**config.mk**
```make
export PLATFORM = sky130hd
export DESIGN_NAME = fio_port
export DESIGN_NICKNAME = d
export VERILOG_FILES = /design/src/design/fio_pkg.sv /design/src/design/fio_dio_bank.sv /design/src/design/fio_port.sv
export VERILOG_INCLUDE_DIRS = /design/src /design/src/design
export SDC_FILE = /design/constraint.sdc
export NUM_CORES = 1
export LEC_CHECK = 0
export ABC_AREA = 1
export BUFFER_PORTS_ARGS = -buffer_cell sky130_fd_sc_hd__buf_2
export CORE_MARGIN = 2
export CORE_UTILIZATION = 48
export CTS_CLUSTER_SIZE = 10
export DETAILED_ROUTE_END_ITERATION = 16
export GPL_TIMING_DRIVEN = 1
export PLACE_DENSITY = 0.87
export REMOVE_ABC_BUFFERS = 1
export SLEW_MARGIN = 10
export SYNTH_ARGS = -nofsm -noshare
export SYNTH_HDL_FRONTEND = slang
export SYNTH_SLANG_ARGS = --single-unit
export TNS_END_PERCENT = 5
```
**constraint.sdc**
```tcl
create_clock -name ref_clk -period 1.5 [get_ports ref_clk]
set_clock_uncertainty 0.15 [all_clocks]
set_input_delay 0.15 -clock ref_clk [delete_from_list [all_inputs] [get_ports ref_clk]]
set_output_delay 0.15 -clock ref_clk [all_outputs]
set_load 0.02 [all_outputs]
```
**src/design/fio_defines.svh**
```systemverilog
// Purpose: Constants for the fixed I/O resource port
// Assumes: One 20 MHz clock, synchronous active-high reset
// Notes: Summary of operation below
//
// Summary of operation
// RULE1: Analog input request starts one conversion, waits, returns signed 16-bit sample.
// RULE2: Analog output request passes a signed 16-bit code to the DAC.
// RULE3: Host software scales input codes to volts; fabric never does.
// RULE4: Digital terminals are reached as single lines or eight-line ports.
// RULE5: Every digital terminal supports both output drive and input sampling.
// RULE6: Digital reads return the actual synchronised pin state.
// RULE7: User logic clears output enable before expecting external input values.
// RULE8: Combined output write updates data and sets enables of addressed terminals.
// RULE9: Data-only write updates data and leaves enables unchanged.
// RULE10: Enable write controls driving per line or port, independent of data.
// RULE11: One access may address several terminals of one type at once.
// RULE12: After reset all enables are clear and output data is zero.
`ifndef FIO_DEFINES_SVH
`define FIO_DEFINES_SVH
`define FIO_SAMPLE_W 16
`define FIO_PORT_W 8
`define FIO_DATA_RST 1'b0
`define FIO_OE_RST 1'b0
`endif

```
**src/design/fio_pkg.sv**
```systemverilog
// Purpose: Types for the fixed I/O resource port
// Assumes: Used with fio_defines.svh
// Notes: Access kinds select which digital registers a request touches
package fio_pkg;
  typedef enum logic [1:0] {
    FIO_DIG_OUT,
    FIO_DIG_DATA,
    FIO_DIG_EN,
    FIO_DIG_READ
  } fio_dig_op_t;
  typedef enum logic [1:0] {
    FIO_AI_IDLE,
    FIO_AI_START,
    FIO_AI_WAIT
  } fio_ai_state_t;
endpackage

```
**src/design/fio_dio_bank.sv**
```systemverilog
// Purpose: Per-line data and enable flops for the digital terminals
// Assumes: Write strobes and masks from the same clock domain
// Notes: One generate slice per line keeps the lines independent
`timescale 1ns/1ps
`include "fio_defines.svh"
module fio_dio_bank #(
  parameter int NLINES = 16
) (
  input wire logic ref_clk,
  input wire logic rst,
  input wire logic [NLINES-1:0] sel,
  input wire logic wr_data,
  input wire logic wr_en,
  input wire logic set_en,
  input wire logic [NLINES-1:0] data_in,
  input wire logic [NLINES-1:0] en_in,
  output logic [NLINES-1:0] data_r,
  output logic [NLINES-1:0] oe_r
);
  genvar i;
  generate
    for (i = 0; i < NLINES; i++) begin : g_line
      wire data_we = sel[i] & wr_data;
      wire en_we = sel[i] & (wr_en | set_en);
      wire en_nxt = set_en ? 1'b1 : en_in[i];
      always_ff @(posedge ref_clk) begin
        if (rst) begin
          data_r[i] <= `FIO_DATA_RST; // see RULE12
          oe_r[i] <= `FIO_OE_RST; // see RULE12
        end else begin
          if (data_we) begin
            data_r[i] <= data_in[i]; // see RULE9
          end
          if (en_we) begin
            oe_r[i] <= en_nxt; // see RULE10
          end
        end
      end
    end
  endgenerate
endmodule

```
**src/design/fio_port.sv**
```systemverilog
// Purpose: Fixed I/O resource logic: ADC start/fetch, DAC load, tri-state digital lines
// Assumes: The ADC answers with a done strobe; pins arrive asynchronously
// Notes: Digital reads lag the pin by the two synchroniser stages
`timescale 1ns/1ps
`include "fio_defines.svh"
module fio_port
  import fio_pkg::*;
#(
  parameter int NPORTS = 2,
  parameter int NAI = 2,
  parameter int NAO = 2
) (
  input wire logic ref_clk,
  input wire logic rst,
  // Analog input request side
  input wire logic ai_req,
  input wire logic [NAI-1:0] ai_sel,
  output logic ai_busy,
  output logic ai_valid,
  output logic signed [NAI*`FIO_SAMPLE_W-1:0] ai_sample,
  // ADC side
  output logic [NAI-1:0] adc_start,
  input wire logic adc_done,
  input wire logic [NAI*`FIO_SAMPLE_W-1:0] adc_data,
  // Analog output
  input wire logic ao_req,
  input wire logic [NAO-1:0] ao_sel,
  input wire logic [NAO*`FIO_SAMPLE_W-1:0] ao_code,
  output logic [NAO-1:0] dac_load,
  output logic [NAO*`FIO_SAMPLE_W-1:0] dac_code,
  // Digital request side
  input wire logic dig_req,
  input wire fio_dig_op_t dig_op,
  input wire logic dig_port_mode,
  input wire logic [NPORTS*`FIO_PORT_W-1:0] dig_sel,
  input wire logic [NPORTS*`FIO_PORT_W-1:0] dig_wdata,
  input wire logic [NPORTS*`FIO_PORT_W-1:0] dig_wen,
  output logic dig_rvalid,
  output logic [NPORTS*`FIO_PORT_W-1:0] dig_rdata,
  // Pins
  input wire logic [NPORTS*`FIO_PORT_W-1:0] dio_i,
  output logic [NPORTS*`FIO_PORT_W-1:0] dio_o,
  output logic [NPORTS*`FIO_PORT_W-1:0] dio_oe
);
  localparam int NL = NPORTS * `FIO_PORT_W;
  localparam int SW = `FIO_SAMPLE_W;

  // Empty masks would leave a resource type with no terminal to address
  if (NPORTS < 1 || NAI < 1 || NAO < 1) begin : g_size_check
    $error("fio_port needs at least one terminal of each type");
  end

  // Port mode widens each selected port bit to its eight lines
  function automatic logic [NL-1:0] widen(input logic [NL-1:0] s);
    logic [NL-1:0] w;
    w = '0;
    for (int p = 0; p < NPORTS; p++) begin
      w[p*`FIO_PORT_W +: `FIO_PORT_W] = {`FIO_PORT_W{s[p]}};
    end
    return w;
  endfunction

  // Digital decode
  // One op per request; the op picks which per-line registers it touches
  wire [NL-1:0] line_sel = dig_port_mode ? widen(dig_sel) : dig_sel; // see RULE4, RULE11
  wire is_out = dig_req && (dig_op == FIO_DIG_OUT);
  wire is_data = dig_req && (dig_op == FIO_DIG_DATA);
  wire is_en = dig_req && (dig_op == FIO_DIG_EN);
  wire is_rd = dig_req && (dig_op == FIO_DIG_READ);
  wire wr_data = is_out | is_data; // see RULE8, RULE9
  wire wr_en = is_en; // see RULE10
  wire set_en = is_out; // see RULE8
  wire [NL-1:0] en_src = dig_port_mode ? widen(dig_wen) : dig_wen;

  logic [NL-1:0] data_q;
  logic [NL-1:0] oe_q;

  fio_dio_bank #(.NLINES(NL)) u_bank (
    .ref_clk(ref_clk),
    .rst(rst),
    .sel(line_sel),
    .wr_data(wr_data),
    .wr_en(wr_en),
    .set_en(set_en),
    .data_in(dig_wdata),
    .en_in(en_src),
    .data_r(data_q),
    .oe_r(oe_q)
  );

  // Pin synchroniser; stage one feeds only stage two
  logic [NL-1:0] pin_s1_r;
  logic [NL-1:0] pin_s2_r;
  logic [NL-1:0] dio_o_r;
  logic [NL-1:0] dio_oe_r;
  logic dig_rvalid_r;
  logic [NL-1:0] dig_rdata_r;
  // Unselected lines read zero so a port read shows only its own lines
  wire [NL-1:0] rd_nxt = pin_s2_r & line_sel;

  always_ff @(posedge ref_clk) begin
    if (rst) begin
      pin_s1_r <= '0;
      pin_s2_r <= '0;
      dio_o_r <= '0;
      dio_oe_r <= '0; // see RULE12
      dig_rvalid_r <= 1'b0;
      dig_rdata_r <= '0;
    end else begin
      pin_s1_r <= dio_i;
      pin_s2_r <= pin_s1_r;
      dio_o_r <= data_q; // see RULE5
      dio_oe_r <= oe_q; // see RULE5
      dig_rvalid_r <= is_rd;
      // Read data holds between reads; only the strobe pulses
      if (is_rd) begin
        // Pad reflects own drive while enabled; external drive needs oe cleared
        dig_rdata_r <= rd_nxt; // see RULE6, RULE7
      end
    end
  end

  assign dio_o = dio_o_r;
  assign dio_oe = dio_oe_r;
  assign dig_rvalid = dig_rvalid_r;
  assign dig_rdata = dig_rdata_r;

  // Analog input sequencer
  fio_ai_state_t ai_st_r;
  fio_ai_state_t ai_st_nxt;
  logic [NAI-1:0] ai_sel_r;
  logic [NAI-1:0] adc_start_r;
  logic ai_valid_r;
  logic ai_busy_r;
  logic [NAI*SW-1:0] ai_sample_r;

  wire ai_take = (ai_st_r == FIO_AI_IDLE) && ai_req && (ai_sel != '0);

  always_comb begin
    ai_st_nxt = ai_st_r;
    case (ai_st_r)
      FIO_AI_IDLE: begin
        if (ai_take) begin
          ai_st_nxt = FIO_AI_START;
        end
      end
      FIO_AI_START: begin
        ai_st_nxt = FIO_AI_WAIT;
      end
      FIO_AI_WAIT: begin
        if (adc_done) begin
          ai_st_nxt = FIO_AI_IDLE;
        end
      end
      default: begin
        ai_st_nxt = FIO_AI_IDLE;
      end
    endcase
  end

  genvar k;
  generate
    for (k = 0; k < NAI; k++) begin : g_ai
      always_ff @(posedge ref_clk) begin
        if (rst) begin
          ai_sample_r[k*SW +: SW] <= '0;
        end else if (ai_st_r == FIO_AI_WAIT && adc_done && ai_sel_r[k]) begin
          ai_sample_r[k*SW +: SW] <= adc_data[k*SW +: SW]; // see RULE1
        end
      end
    end
  endgenerate

  // Registered from the next state so busy keeps the timing of the state flop
  wire ai_busy_nxt = (ai_st_nxt != FIO_AI_IDLE);

  always_ff @(posedge ref_clk) begin
    if (rst) begin
      ai_st_r <= FIO_AI_IDLE;
      ai_sel_r <= '0;
      adc_start_r <= '0;
      ai_valid_r <= 1'b0;
      ai_busy_r <= 1'b0;
    end else begin
      ai_st_r <= ai_st_nxt;
      ai_busy_r <= ai_busy_nxt; // see RULE1
      if (ai_take) begin
        ai_sel_r <= ai_sel; // see RULE11
      end
      // One conversion start per request
      adc_start_r <= ai_take ? ai_sel : '0; // see RULE1
      ai_valid_r <= (ai_st_r == FIO_AI_WAIT) && adc_done; // see RULE1
    end
  end

  // Busy holds the requester from acceptance until the result lands
  assign ai_busy = ai_busy_r;
  assign adc_start = adc_start_r;
  assign ai_valid = ai_valid_r;
  assign ai_sample = ai_sample_r;

  // Analog output: code is passed unscaled; volts conversion stays on the host
  // A zero mask raises no load strobe and leaves every code as it was
  logic [NAO-1:0] dac_load_r;
  logic [NAO*SW-1:0] dac_code_r;
  generate
    for (k = 0; k < NAO; k++) begin : g_ao
      always_ff @(posedge ref_clk) begin
        if (rst) begin
          dac_code_r[k*SW +: SW] <= '0;
          dac_load_r[k] <= 1'b0;
        end else begin
          dac_load_r[k] <= ao_req & ao_sel[k];
          if (ao_req && ao_sel[k]) begin
            dac_code_r[k*SW +: SW] <= ao_code[k*SW +: SW]; // see RULE2, RULE3
          end
        end
      end
    end
  endgenerate
  assign dac_load = dac_load_r;
  assign dac_code = dac_code_r;
endmodule

```
### After elaboration in Yosys (flattened, before gate mapping)

Index checks and enable logic that the tools add are counted.

* bits of input ports: 141
* flip-flop bits (word level): 187
* word-level logic and storage cells: 129

* bitwise gates (word level): 38
* eq/ne operators: 5
* reductions and logical operators: 16
* muxes and demuxes: 21

Operators by type and width (count)
* $and A1 B1 Y1: 34
* $mux W16: 2
* $and A16 B16 Y16: 1
* $mux W1: 16
* $logic_and A1 B1 Y1: 11
* $eq A2 B2 Y1 const B: 3
* $pmux W2 S3: 1
* $eq A2 B1 Y1 const B: 2
* $logic_not A2 Y1: 2
* $mux W2: 2
* $reduce_bool A2 Y1: 2
* $or A1 B1 Y1: 2
* $reduce_or A2 Y1: 1
* $not A1 Y1: 1

### Longest topological paths before layout

Gate-level depths: netlist of the first run.

* word-level depth: 6
* depth in mapped cells: 8

### By module

Synthesis of the first run repeated with hierarchy kept, for this count alone.

* cells, all modules: 949
* area total of the unflattened synthesis: 7036.7 um^2

By module, submodules not included
* fio_port: cells an instance 758, area an instance 5544.1 um^2, times used 1
* fio_dio_bank: cells an instance 191, area an instance 1492.7 um^2, times used 1

### Worst setup path after synthesis of the first run

No wires, ideal clock.

* kind: reg-to-reg
* start point: register ai_st_r[0]
* end point: register ai_sample_r[27] (netlist: ai_sample[27])
* buffers on the path: 1
* cell stages (with the launch flop): 7
* arrival time: 0.942 ns
* library setup time: 0.113 ns
* setup slack: 0.294 ns
* clock period less this slack: 1.206 ns
* path through: dfxtp_1 inv_1 nand4_1 clkbuf_1 nand2_1 nand2_1 nor2_1

* longest elaborated chain between the ends: 3

RTL lines
* start, declared: line fio_port.sv:129 `fio_ai_state_t ai_st_r;`
* start signal, assigned: line fio_port.sv:185 `ai_st_r <= ai_st_nxt;`
* $eq A2 B2 Y1: line fio_port.sv:167 `end else if (ai_st_r == FIO_AI_WAIT && adc_done && ai_sel_r[k]) begin`
* $logic_and A1 B1 Y1 (2 in series): line fio_port.sv:167
* end signal, assigned by index: line fio_port.sv:168 `ai_sample_r[k*SW +: SW] <= adc_data[k*SW +: SW];`
* end, declared: line fio_port.sv:135 `logic [NAI*SW-1:0] ai_sample_r;`

Every way passes these cells.
A chain may end at the register's enable or synchronous reset.

### Final worst setup path of the first run

* start point: input dig_sel[0]
* end point: register u_bank.data_r[0]

* longest elaborated chain between the ends: 2

RTL lines
* start, declared: line fio_port.sv:35 `` input wire logic [NPORTS*`FIO_PORT_W-1:0] dig_sel, ``
* $mux W16: line fio_port.sv:65 `wire [NL-1:0] line_sel = dig_port_mode ? widen(dig_sel) : dig_sel;`
* $and A1 B1 Y1: line fio_dio_bank.sv:23 `wire data_we = sel[i] & wr_data;`
* end signal, assigned by index: line fio_dio_bank.sv:28 `` data_r[i] <= `FIO_DATA_RST; ``
* end signal, assigned by index: line fio_dio_bank.sv:32 `data_r[i] <= data_in[i];`
* end, declared: line fio_dio_bank.sv:17 `output logic [NLINES-1:0] data_r,`

Every way passes these cells.

==> flow_summary.toml, run 1 <==
[outcome]
outcome = "finished clean"

[global_routing]
grt_pass1_wl_mm = 32.40
grtUsageTotal = 0.2782
grt-ovfl-total = 0
grt_max_degree = 54
antenna_found_initial = 2
grt_pass1_vias = 7021

[pwr]
switchingPower_mw = 2.778
p_leak_nw = 5.227
p_sw_frac = 0.2462
power.density_nw_per_um2 = 1128
power.internal_mw = 8.505
pwr-share-clk = 0.413
p_seq_frac = 0.466
combPwrFrac = 0.121
vdd_drop_max_mv = 0.7786

[cts]
htree_num_levels = 4
cts_tree = "built"
cts_root_buffer = "clkbuf_16"
cts-buffers-inserted = 17
worst_skew_pair.late_latency_ps = 420
clock_path_buffers = 2
post_cts_buffers = 0
clk_pin_slew_worst_paths_ps = 70
cts.sinks = 187

[flow_run]
cap_violations = 0

[floorplanning]
start_util = 0.4880
dieHeight_um = 122.3
die_area_um2 = 14970
rows = 43
die_x_um = 122.3
ios = 260
core-area_um2 = 13770

[sta]
post-route-period-util = 0.9908
period_minus_slack_ps = 1486
tightest_slew_ps = 507.9
fmax_mhz = 672.9
finalHoldViolCount = 0
slew_violations = 0
setup_viol = 0
slew_headroom = 0.6610

[layout]
fin_util = 0.7264
nets = 1418
seq_area_um2 = 3744
final_common_cell = "nor2_1"
area_delta_synth_final_pct = 48.85
multiInputGateArea_um2 = 2370
most-common-layout-cells = "nor2_1, buf_2, dfxtp_1"
fillers = 944
drive_gt1_frac = 0.2419
design_area_um2 = 10000

[logic_synthesis]
synthAdderAreaFrac = 0
synthesis.yosys.warnings = 0
syn_inst = 907
synth_compound_area_frac = 0.06031
netlist-cell-type-count = 18
synthXorXnorAreaFrac = 0
avgSynthCellArea_um2 = 7.411
synth_top_area_cell = "dfxtp_1"
synth_top_area_share = 0.5570
yosysSeqAreaShare = 0.5570
synth_top_family_by_area = "simple AND/OR/NAND/NOR gates"
synth.cell_area_um2 = 6721
synth_area_leaders = "dfxtp_1, nor2_1, nand2_1"
synth.mux.area_fraction = 0
yosys.area_share.simple = 0.2910
ys_ff_latch = 187

[hold_path]
hold_depth = 5
hold_path.class = "input pin to register"

[worst_setup_path]
ff2ff_path_depth = 4
crit_arrival_ps = 1700
critPathSlowestCell = "dlygate4sd3_1"
cp_cell_sequence = "dlygate4sd3_1 > buf_4 > nand3_1 > dlygate4sd3_1 > a21oi_2"
criticalPathCategory = "input pin to register"
crit_required_ps = 1710
cp-start-kind = "input pin"
crit_path_end_kind = "register"
cpPeakStageDelay_ps = 620
crit_top_cell = "dlygate4sd3_1"
cp_max_fo = 5

[detailed_routing]
drc = 0
routed_via_density = 4.868
routedWlPerCell_um = 14.48
ant_nets = 0
dr.pass1.iters = 6
drtIter0Drc = 440
drt_wl_total_mm = 21.32
dr_total_vias = 7165

[placed_design]
port-buffer-count = 259
detailed_place_hpwl_mm = 12.24
gp_congestion = 0.8342
place_area_um2 = 8180
-- cell families (layout without fill, tap and decap cells) --
logic type             Yosys count  count (layout)
flip-flops                     187             187
buffers and inverters          148             531
other                            0               2
AND/OR/NAND/NOR                491             491
AO/OA/AOI/OAI                   81              81
-- Yosys cell counts --
| cell type | instances |
|---|---|
| a21oi_1 | 31 |
| buf_2 | 16 |
| buf_4 | 11 |
| clkbuf_1 | 13 |
| dfxtp_1 | 187 |
| inv_1 | 106 |
| inv_2 | 2 |
| nand2_1 | 185 |
| nand3_1 | 22 |
| nand3_2 | 1 |
| nand3b_1 | 16 |
| nand4_1 | 3 |
| nor2_1 | 261 |
| nor2_2 | 1 |
| nor2_4 | 1 |
| nor3_1 | 1 |
| o21ai_0 | 40 |
| o21ai_1 | 10 |
-- metrics by stage --
stage | hold slack [ps] | cells | setup TNS, ps | power (mW) | setup slack (ps)
4_1_cts | 4.913 | 1471 | 0 | 11.28 | 63.97
3_3_place_gp | 199.4 | 1319 | 0 | 6.411 | 93.11
5_1_grt | 38.52 | 1472 | -5.884 | 11.68 | -4.876
2_1_floorplan | 69.07 | 867 | -68910 | 5.929 | -912.0
3_5_place_dp | 206.1 | 1319 | 0 | 6.438 | 64.84
6_report | 24.18 | 1472 | 0 | 11.28 | 13.81
-- critical path: cells and delay by family --
kind / cells / cell delay, ps
buf+inv: 3 / 1280
compound gates: 1 / 140
simple gates: 1 / 130
-- power by group through the flow --
| stage | clock network, mW | logic, mW | registers [mW] |
|---|---|---|---|
| floorplan | 0 | 0.428 | 5.50 |
| global placement | 0 | 1.05 | 5.36 |
| detailed placement | 0 | 1.07 | 5.37 |
| CTS | 4.71 | 1.32 | 5.26 |
| global route | 4.91 | 1.49 | 5.28 |
| finish | 4.65 | 1.36 | 5.26 |
-- worst paths after layout --
kind	from	to	slack (ps)
setup / recovery	dig_sel[0]	u_bank.data_r[0]	10
hold / removal	dig_sel[13]	dig_rdata[13]	20
setup reg to reg	ai_st_r[1]	ai_sample[0]	100
hold reg to reg	pin_s1_r[11]	pin_s2_r[11]	250
-- routing by layer --
| metal | global-route usage | vias to the layer above | wire length (um) |
|---|---|---|---|
| li1 | - | 3479 | - |
| met1 | 0.2876 | 3226 | 7759 |
| met2 | 0.5010 | 375 | 10750 |
| met3 | 0.07621 | 85 | 1786 |
| met4 | 0.1638 | 0 | 1030 |
| met5 | 0 | - | 0 |
-- cell type report --
class,count,area share
Clock buffer,19,0.04527
Clock inverter,13,0.01638
Antenna cell,2,0.0005002
Multi-Input combinational cell,572,0.2369
Timing Repair Buffer,391,0.2636
Sequential cell,187,0.3742
Inverter,108,0.04065
Tap cell,180,0.02251
-- repair_timing --
item / CTS / global route
hold endpoints to repair: 121 / 0
hold buffers: 120 / 0
endpoints found under the setup margin: 0 / 3
resized for setup: 0 / 3
(Power assumes the default switching activity.)
==> inputs of run 2 (changes only) <==
--- a/config.mk
+++ b/config.mk
@@ -15,6 +15,7 @@
 export GPL_TIMING_DRIVEN = 1
 export PLACE_DENSITY = 0.87
 export REMOVE_ABC_BUFFERS = 1
+export SETUP_SLACK_MARGIN = 0.4
 export SLEW_MARGIN = 10
 export SYNTH_ARGS = -nofsm -noshare
 export SYNTH_HDL_FRONTEND = slang
==> flow_summary.toml, run 2 (synthesized netlist as in run 1, its figures left out) <==
[global_routing]
grt-ovfl-total = 0
antenna_found_initial = 2
grt_max_degree = 54
grt_pass1_wl_mm = 33.84
grt_pass1_vias = 7281
grtUsageTotal = 0.2908

[detailed_routing]
routedWlPerCell_um = 15.29
ant_nets = 0
drt_wl_total_mm = 22.63
dr.pass1.iters = 5
drtIter0Drc = 486
drc = 0
routed_via_density = 4.940
dr_total_vias = 7311

[placed_design]
place_ws_ps = 64.84
gp_congestion = 0.8342
dp_cells = 1319
port-buffer-count = 259
detailed_place_hpwl_mm = 12.24
place_area_um2 = 8180

[floorplanning]
rows = 43
die_x_um = 122.3
core-area_um2 = 13770
die_area_um2 = 14970
dieHeight_um = 122.3
ios = 260
start_util = 0.4880

[flow_run]
cap_violations = 0

[layout]
design_area_um2 = 10300
most-common-layout-cells = "nor2_1, buf_2, nand2_1"
nets = 1426
area_delta_synth_final_pct = 53.29
fin_util = 0.7481
final_common_cell = "nor2_1"
instances_no_fill = 1480
drive_gt1_frac = 0.2673

[worst_setup_path]
ff2ff_path_depth = 7
timing.critical_path.from = "ai_st_r[0]"
cp_max_fo = 8
cp-start-kind = "register"
reg2reg_to = "ai_sample[13]"
crit_arrival_ps = 1530
crit_path_end_kind = "register"
r2r_start = "ai_st_r[0]"
criticalPathCategory = "register to register"
crit_required_ps = 1680
r2r_slack_ps = 150

[sta]
rsz0062_at_grt = "true"
setup_viol = 0
finalHoldViolCount = 0
slew_headroom = 0.6718
setup_ws_ps = 154.8
fmax_mhz = 743.4
post-route-period-util = 0.8968
setup_tns_ps = 0
period_minus_slack_ps = 1345
slew_violations = 0
tightest_slew_ps = 491.8
hold_ws_ps = 20.63

[cts]
clock_path_buffers = 2
htree_num_levels = 4
cts_root_buffer = "clkbuf_16"
cts-buffers-inserted = 17
worst_skew_pair.late_latency_ps = 430
cts_tree = "built"
clk_pin_slew_worst_paths_ps = 70
cts.sinks = 187

[outcome]
outcome = "finished clean"

[hold_path]
hold_end = "u_bank.data_r[7]"
hold_depth = 5
holdCritStartpoint = "dig_sel[7]"
hold_path.class = "input pin to register"

[pwr]
vdd_drop_max_mv = 0.8641
power.density_nw_per_um2 = 1105
power_mw = 11.38
p_leak_nw = 5.310
## run 2: cell count changes in the layout (fill, tap and decap cells not counted), moves of 4 or more
cell / previous run / this run
dfxtp_2: 0 / 15
nor2_1: 261 / 253
buf_6: 0 / 4
dfxtp_1: 187 / 171
buf_2: 258 / 217
buf_4: 10 / 52
nor2_2: 1 / 6
## run 2: cell type report
| class | instances | area [um2] |
|---|---|---|
| Inverter | 108 | 406.6 |
| Timing Repair Buffer | 399 | 2880 |
| Fill cell | 888 | 3470 |
| Antenna cell | 2 | 5.005 |
| Clock buffer | 19 | 452.9 |
| Sequential cell | 187 | 3766 |
| Multi-Input combinational cell | 572 | 2404 |
| Clock inverter | 13 | 163.9 |
| Tap cell | 180 | 225.2 |
## run 2: worst max-delay path: stages, from the launching register on
cell,delay [ps]
dfxtp_2,320
inv_2,70
nand4_1,110
buf_6,170
buf_12,140
nand2_1,60
nand2_1,50
nor2_1,180
## run 2: metal layers
| layer | global-route usage | vias to the layer above | share of wire |
|---|---|---|---|
| met3 | 0.07760 | 84 | 0.082 |
| met4 | 0.1739 | 0 | 0.042 |
| met2 | 0.5170 | 386 | 0.51 |
| li1 | - | 3494 | - |
| met5 | 0 | - | 0 |
| met1 | 0.3066 | 3347 | 0.37 |
## run 2: worst max-delay path by stage
stage                          to  slack (ps)  depth (start not counted)
floorplan             ai_sel_r[0]        -910                          3
global placement      ai_sel_r[0]          90                          5
detailed placement    ai_sel_r[1]          60                          5
CTS                 ai_sample[23]         260                          1
global route        ai_sample[13]         130                          7
finish              ai_sample[13]         150                          7
## run 2: timing repair
item | 4_1_cts | 5_1_grt
hold buffers | 118 | 0
pin swaps | 0 | 2
resized for setup | 70 | 12
endpoints found under the hold margin | 121 | 0
cloned | 1 | 2
setup endpoints to repair | 155 | 160
buffers inserted | 4 | 2
## run 2: report_power, final
group          leakage (nW)  internal (mW)  switching [mW]
Clock                 0.288           2.72            1.98
Combinational          3.49          0.646           0.764
Sequential             1.54           5.18          0.0931
Total                  5.31           8.54            2.84
==> inputs of run 3 (changes only) <==
--- a/config.mk
+++ b/config.mk
@@ -12,12 +12,13 @@
 export CORE_UTILIZATION = 48
 export CTS_CLUSTER_SIZE = 10
 export DETAILED_ROUTE_END_ITERATION = 16
-export GPL_TIMING_DRIVEN = 1
-export PLACE_DENSITY = 0.87
+export GPL_TIMING_DRIVEN = 0
+export PLACE_DENSITY = 0.86
 export REMOVE_ABC_BUFFERS = 1
 export SETUP_SLACK_MARGIN = 0.4
-export SLEW_MARGIN = 10
+export SLEW_MARGIN = 15
 export SYNTH_ARGS = -nofsm -noshare
 export SYNTH_HDL_FRONTEND = slang
+export SYNTH_HIERARCHICAL = 1
 export SYNTH_SLANG_ARGS = --single-unit
 export TNS_END_PERCENT = 5
==> flow_summary.toml, run 3 <==
[global_routing]
grt-ovfl-total = 0
grtUsageTotal = 0.2932
antenna_found_initial = 2
grt_max_degree = 85
grt_pass1_wl_mm = 36.71
grt_pass1_vias = 7541

[logic_synthesis]
syn_inst = 949
avgSynthCellArea_um2 = 7.415
synth.cell_area_um2 = 7037
synth_top_area_share = 0.5320
async_flop_share = 0
synth_area_leaders = "dfxtp_1, nand2_1, nor2_1"
yosys-top-cells-count = "nand2_1, nor2_1, dfxtp_1"
synth_most_common_cell = "nand2_1"
yosysSeqAreaShare = 0.5320
synth_top_area_cell = "dfxtp_1"
ys_ff_latch = 187
netlist-cell-type-count = 22
ys.flop_type = "dfxtp_1"
synth_edf_count = 0
synthesis.yosys.warnings = 6

[pwr]
p_leak_nw = 5.287
p_sw_frac = 0.2537
switchingPower_mw = 2.923
power.density_nw_per_um2 = 1094
p_seq_frac = 0.457
power.internal_mw = 8.600
vdd_drop_max_mv = 0.7178
combPwrFrac = 0.131
pwr-share-clk = 0.412

[layout]
drive_gt1_frac = 0.2828
fin_util = 0.7299
area_delta_synth_final_pct = 49.61
instances_no_fill = 1519
most-common-layout-cells = "buf_2, nand2_1, nor2_1"
nets = 1461
fillers = 986
final_common_cell = "buf_2"

[floorplanning]
rows = 44
dieHeight_um = 125.1
start_util = 0.4879
die_area_um2 = 15650
ios = 260
core-area_um2 = 14420
die_x_um = 125.1

[detailed_routing]
dr.pass1.iters = 7
drtIter0Drc = 571
drc = 0
routedWlPerCell_um = 15.95
ant_nets = 0
routed_via_density = 5.014
dr_total_vias = 7616
drt_wl_total_mm = 24.23

[hold_path]
hold_path.class = "input pin to register"

[worst_setup_path]
crit_arrival_ps = 1510
crit_path_end_kind = "register"
cp-start-kind = "register"
cp_max_fo = 12
criticalPathCategory = "register to register"
crit_required_ps = 1710

[flow_run]
cap_violations = 0

[sta]
hold_ws_ps = -76.33
post-route-period-util = 0.8657
setup_viol = 0
slew_headroom = 0.5955
fmax_mhz = 770.1
setup_tns_ps = 0
tightest_slew_ps = 606.1
finalHoldViolCount = 41
rsz0062_at_grt = "true"
period_minus_slack_ps = 1299
slew_violations = 0
setup_ws_ps = 201.5

[placed_design]
detailed_place_hpwl_mm = 12.22
gp_congestion = 0.8378
dp_cells = 1353
place_ws_ps = -475.4
port-buffer-count = 259

[outcome]
violations = "hold timing"
outcome = "complete, but fails checks"

[cts]
cts_root_buffer = "clkbuf_16"
htree_num_levels = 4
cts-buffers-inserted = 17
worst_skew_pair.late_latency_ps = 420
cts.sinks = 187
clock_path_buffers = 2
clk_pin_slew_worst_paths_ps = 70
cts_tree = "built"
holdBufCountCts = 111
==> run 3: cells by family (layout without fill, tap and decap cells) <==
group	Yosys count	count (layout)	synth area share
buffers and inverters	171	548	0.1088
other	0	2	0
AND/OR/NAND/NOR	511	518	0.3017
AO/OA/AOI/OAI	80	80	0.05743
flip-flops	187	187	0.5320
==> run 3: critical path: stages, from the launching register on <==
cell,delay [ps]
dfxtp_1,320
clkinvlp_4,80
buf_12,160
nand4_4,170
nand2_1,140
nand2_1,80
nor2_1,120
==> run 3: through the flow <==
stage	total power, mW	instance area [um2]
floorplan	5.959	6759
global placement	6.418	8285
detailed placement	6.461	8344
CTS	11.44	10340
global route	11.91	10530
finish	11.52	10530
==> run 3: layout make-up <==
| cell class | count | area (um2) | share of cell area |
|---|---|---|---|
| Sequential cell | 187 | 3752 | 0.3564 |
| Multi-Input combinational cell | 598 | 2735 | 0.2598 |
| Timing Repair Buffer | 386 | 2656 | 0.2523 |
| Inverter | 128 | 511.7 | 0.04861 |
| Clock buffer | 18 | 429.2 | 0.04077 |
| Tap cell | 184 | 230.2 | 0.02187 |
| Clock inverter | 14 | 192.7 | 0.01830 |
| Timing Repair inverter | 2 | 15.01 | 0.001426 |
| Antenna cell | 2 | 5.005 | 0.0004754 |
==> run 3: power groups by stage <==
stage | registers, mW | clock network [mW] | logic, mW
after CTS | 5.26 | 4.79 | 1.39
after floorplan | 5.49 | 0 | 0.469
after global placement | 5.35 | 0 | 1.07
after detailed placement | 5.36 | 0 | 1.11
final | 5.27 | 4.75 | 1.51
after global routing | 5.28 | 5.00 | 1.63
==> run 3: path summary, 6_finish.rpt <==
| path | from | endpoint | slack, ps | depth (start not counted) |
|---|---|---|---|---|
| min | rst | dio_o[0] | -80 | 2 |
| max | ai_st_r[0] | ai_sample[23] | 200 | 6 |
| min reg2reg | pin_s1_r[12] | pin_s2_r[12] | 250 | 2 |
| max reg2reg | ai_st_r[0] | ai_sample[23] | 200 | 6 |
==> run 3: routing by layer <==
metal	vias to the layer above	track usage	wire [um]	share of wire
li1	3604	-	-	-
met1	3411	0.3132	8752	0.36
met2	459	0.5099	11960	0.49
met3	142	0.06590	1890	0.078
met4	0	0.2111	1629	0.067
met5	-	0	0	0
==> run 3: repair_timing <==
item	CTS	global route
resized for setup	43	26
pin swaps	2	6
cloned	6	3
setup endpoints to repair	237	234
hold endpoints to repair	144	39
buffers inserted	5	7
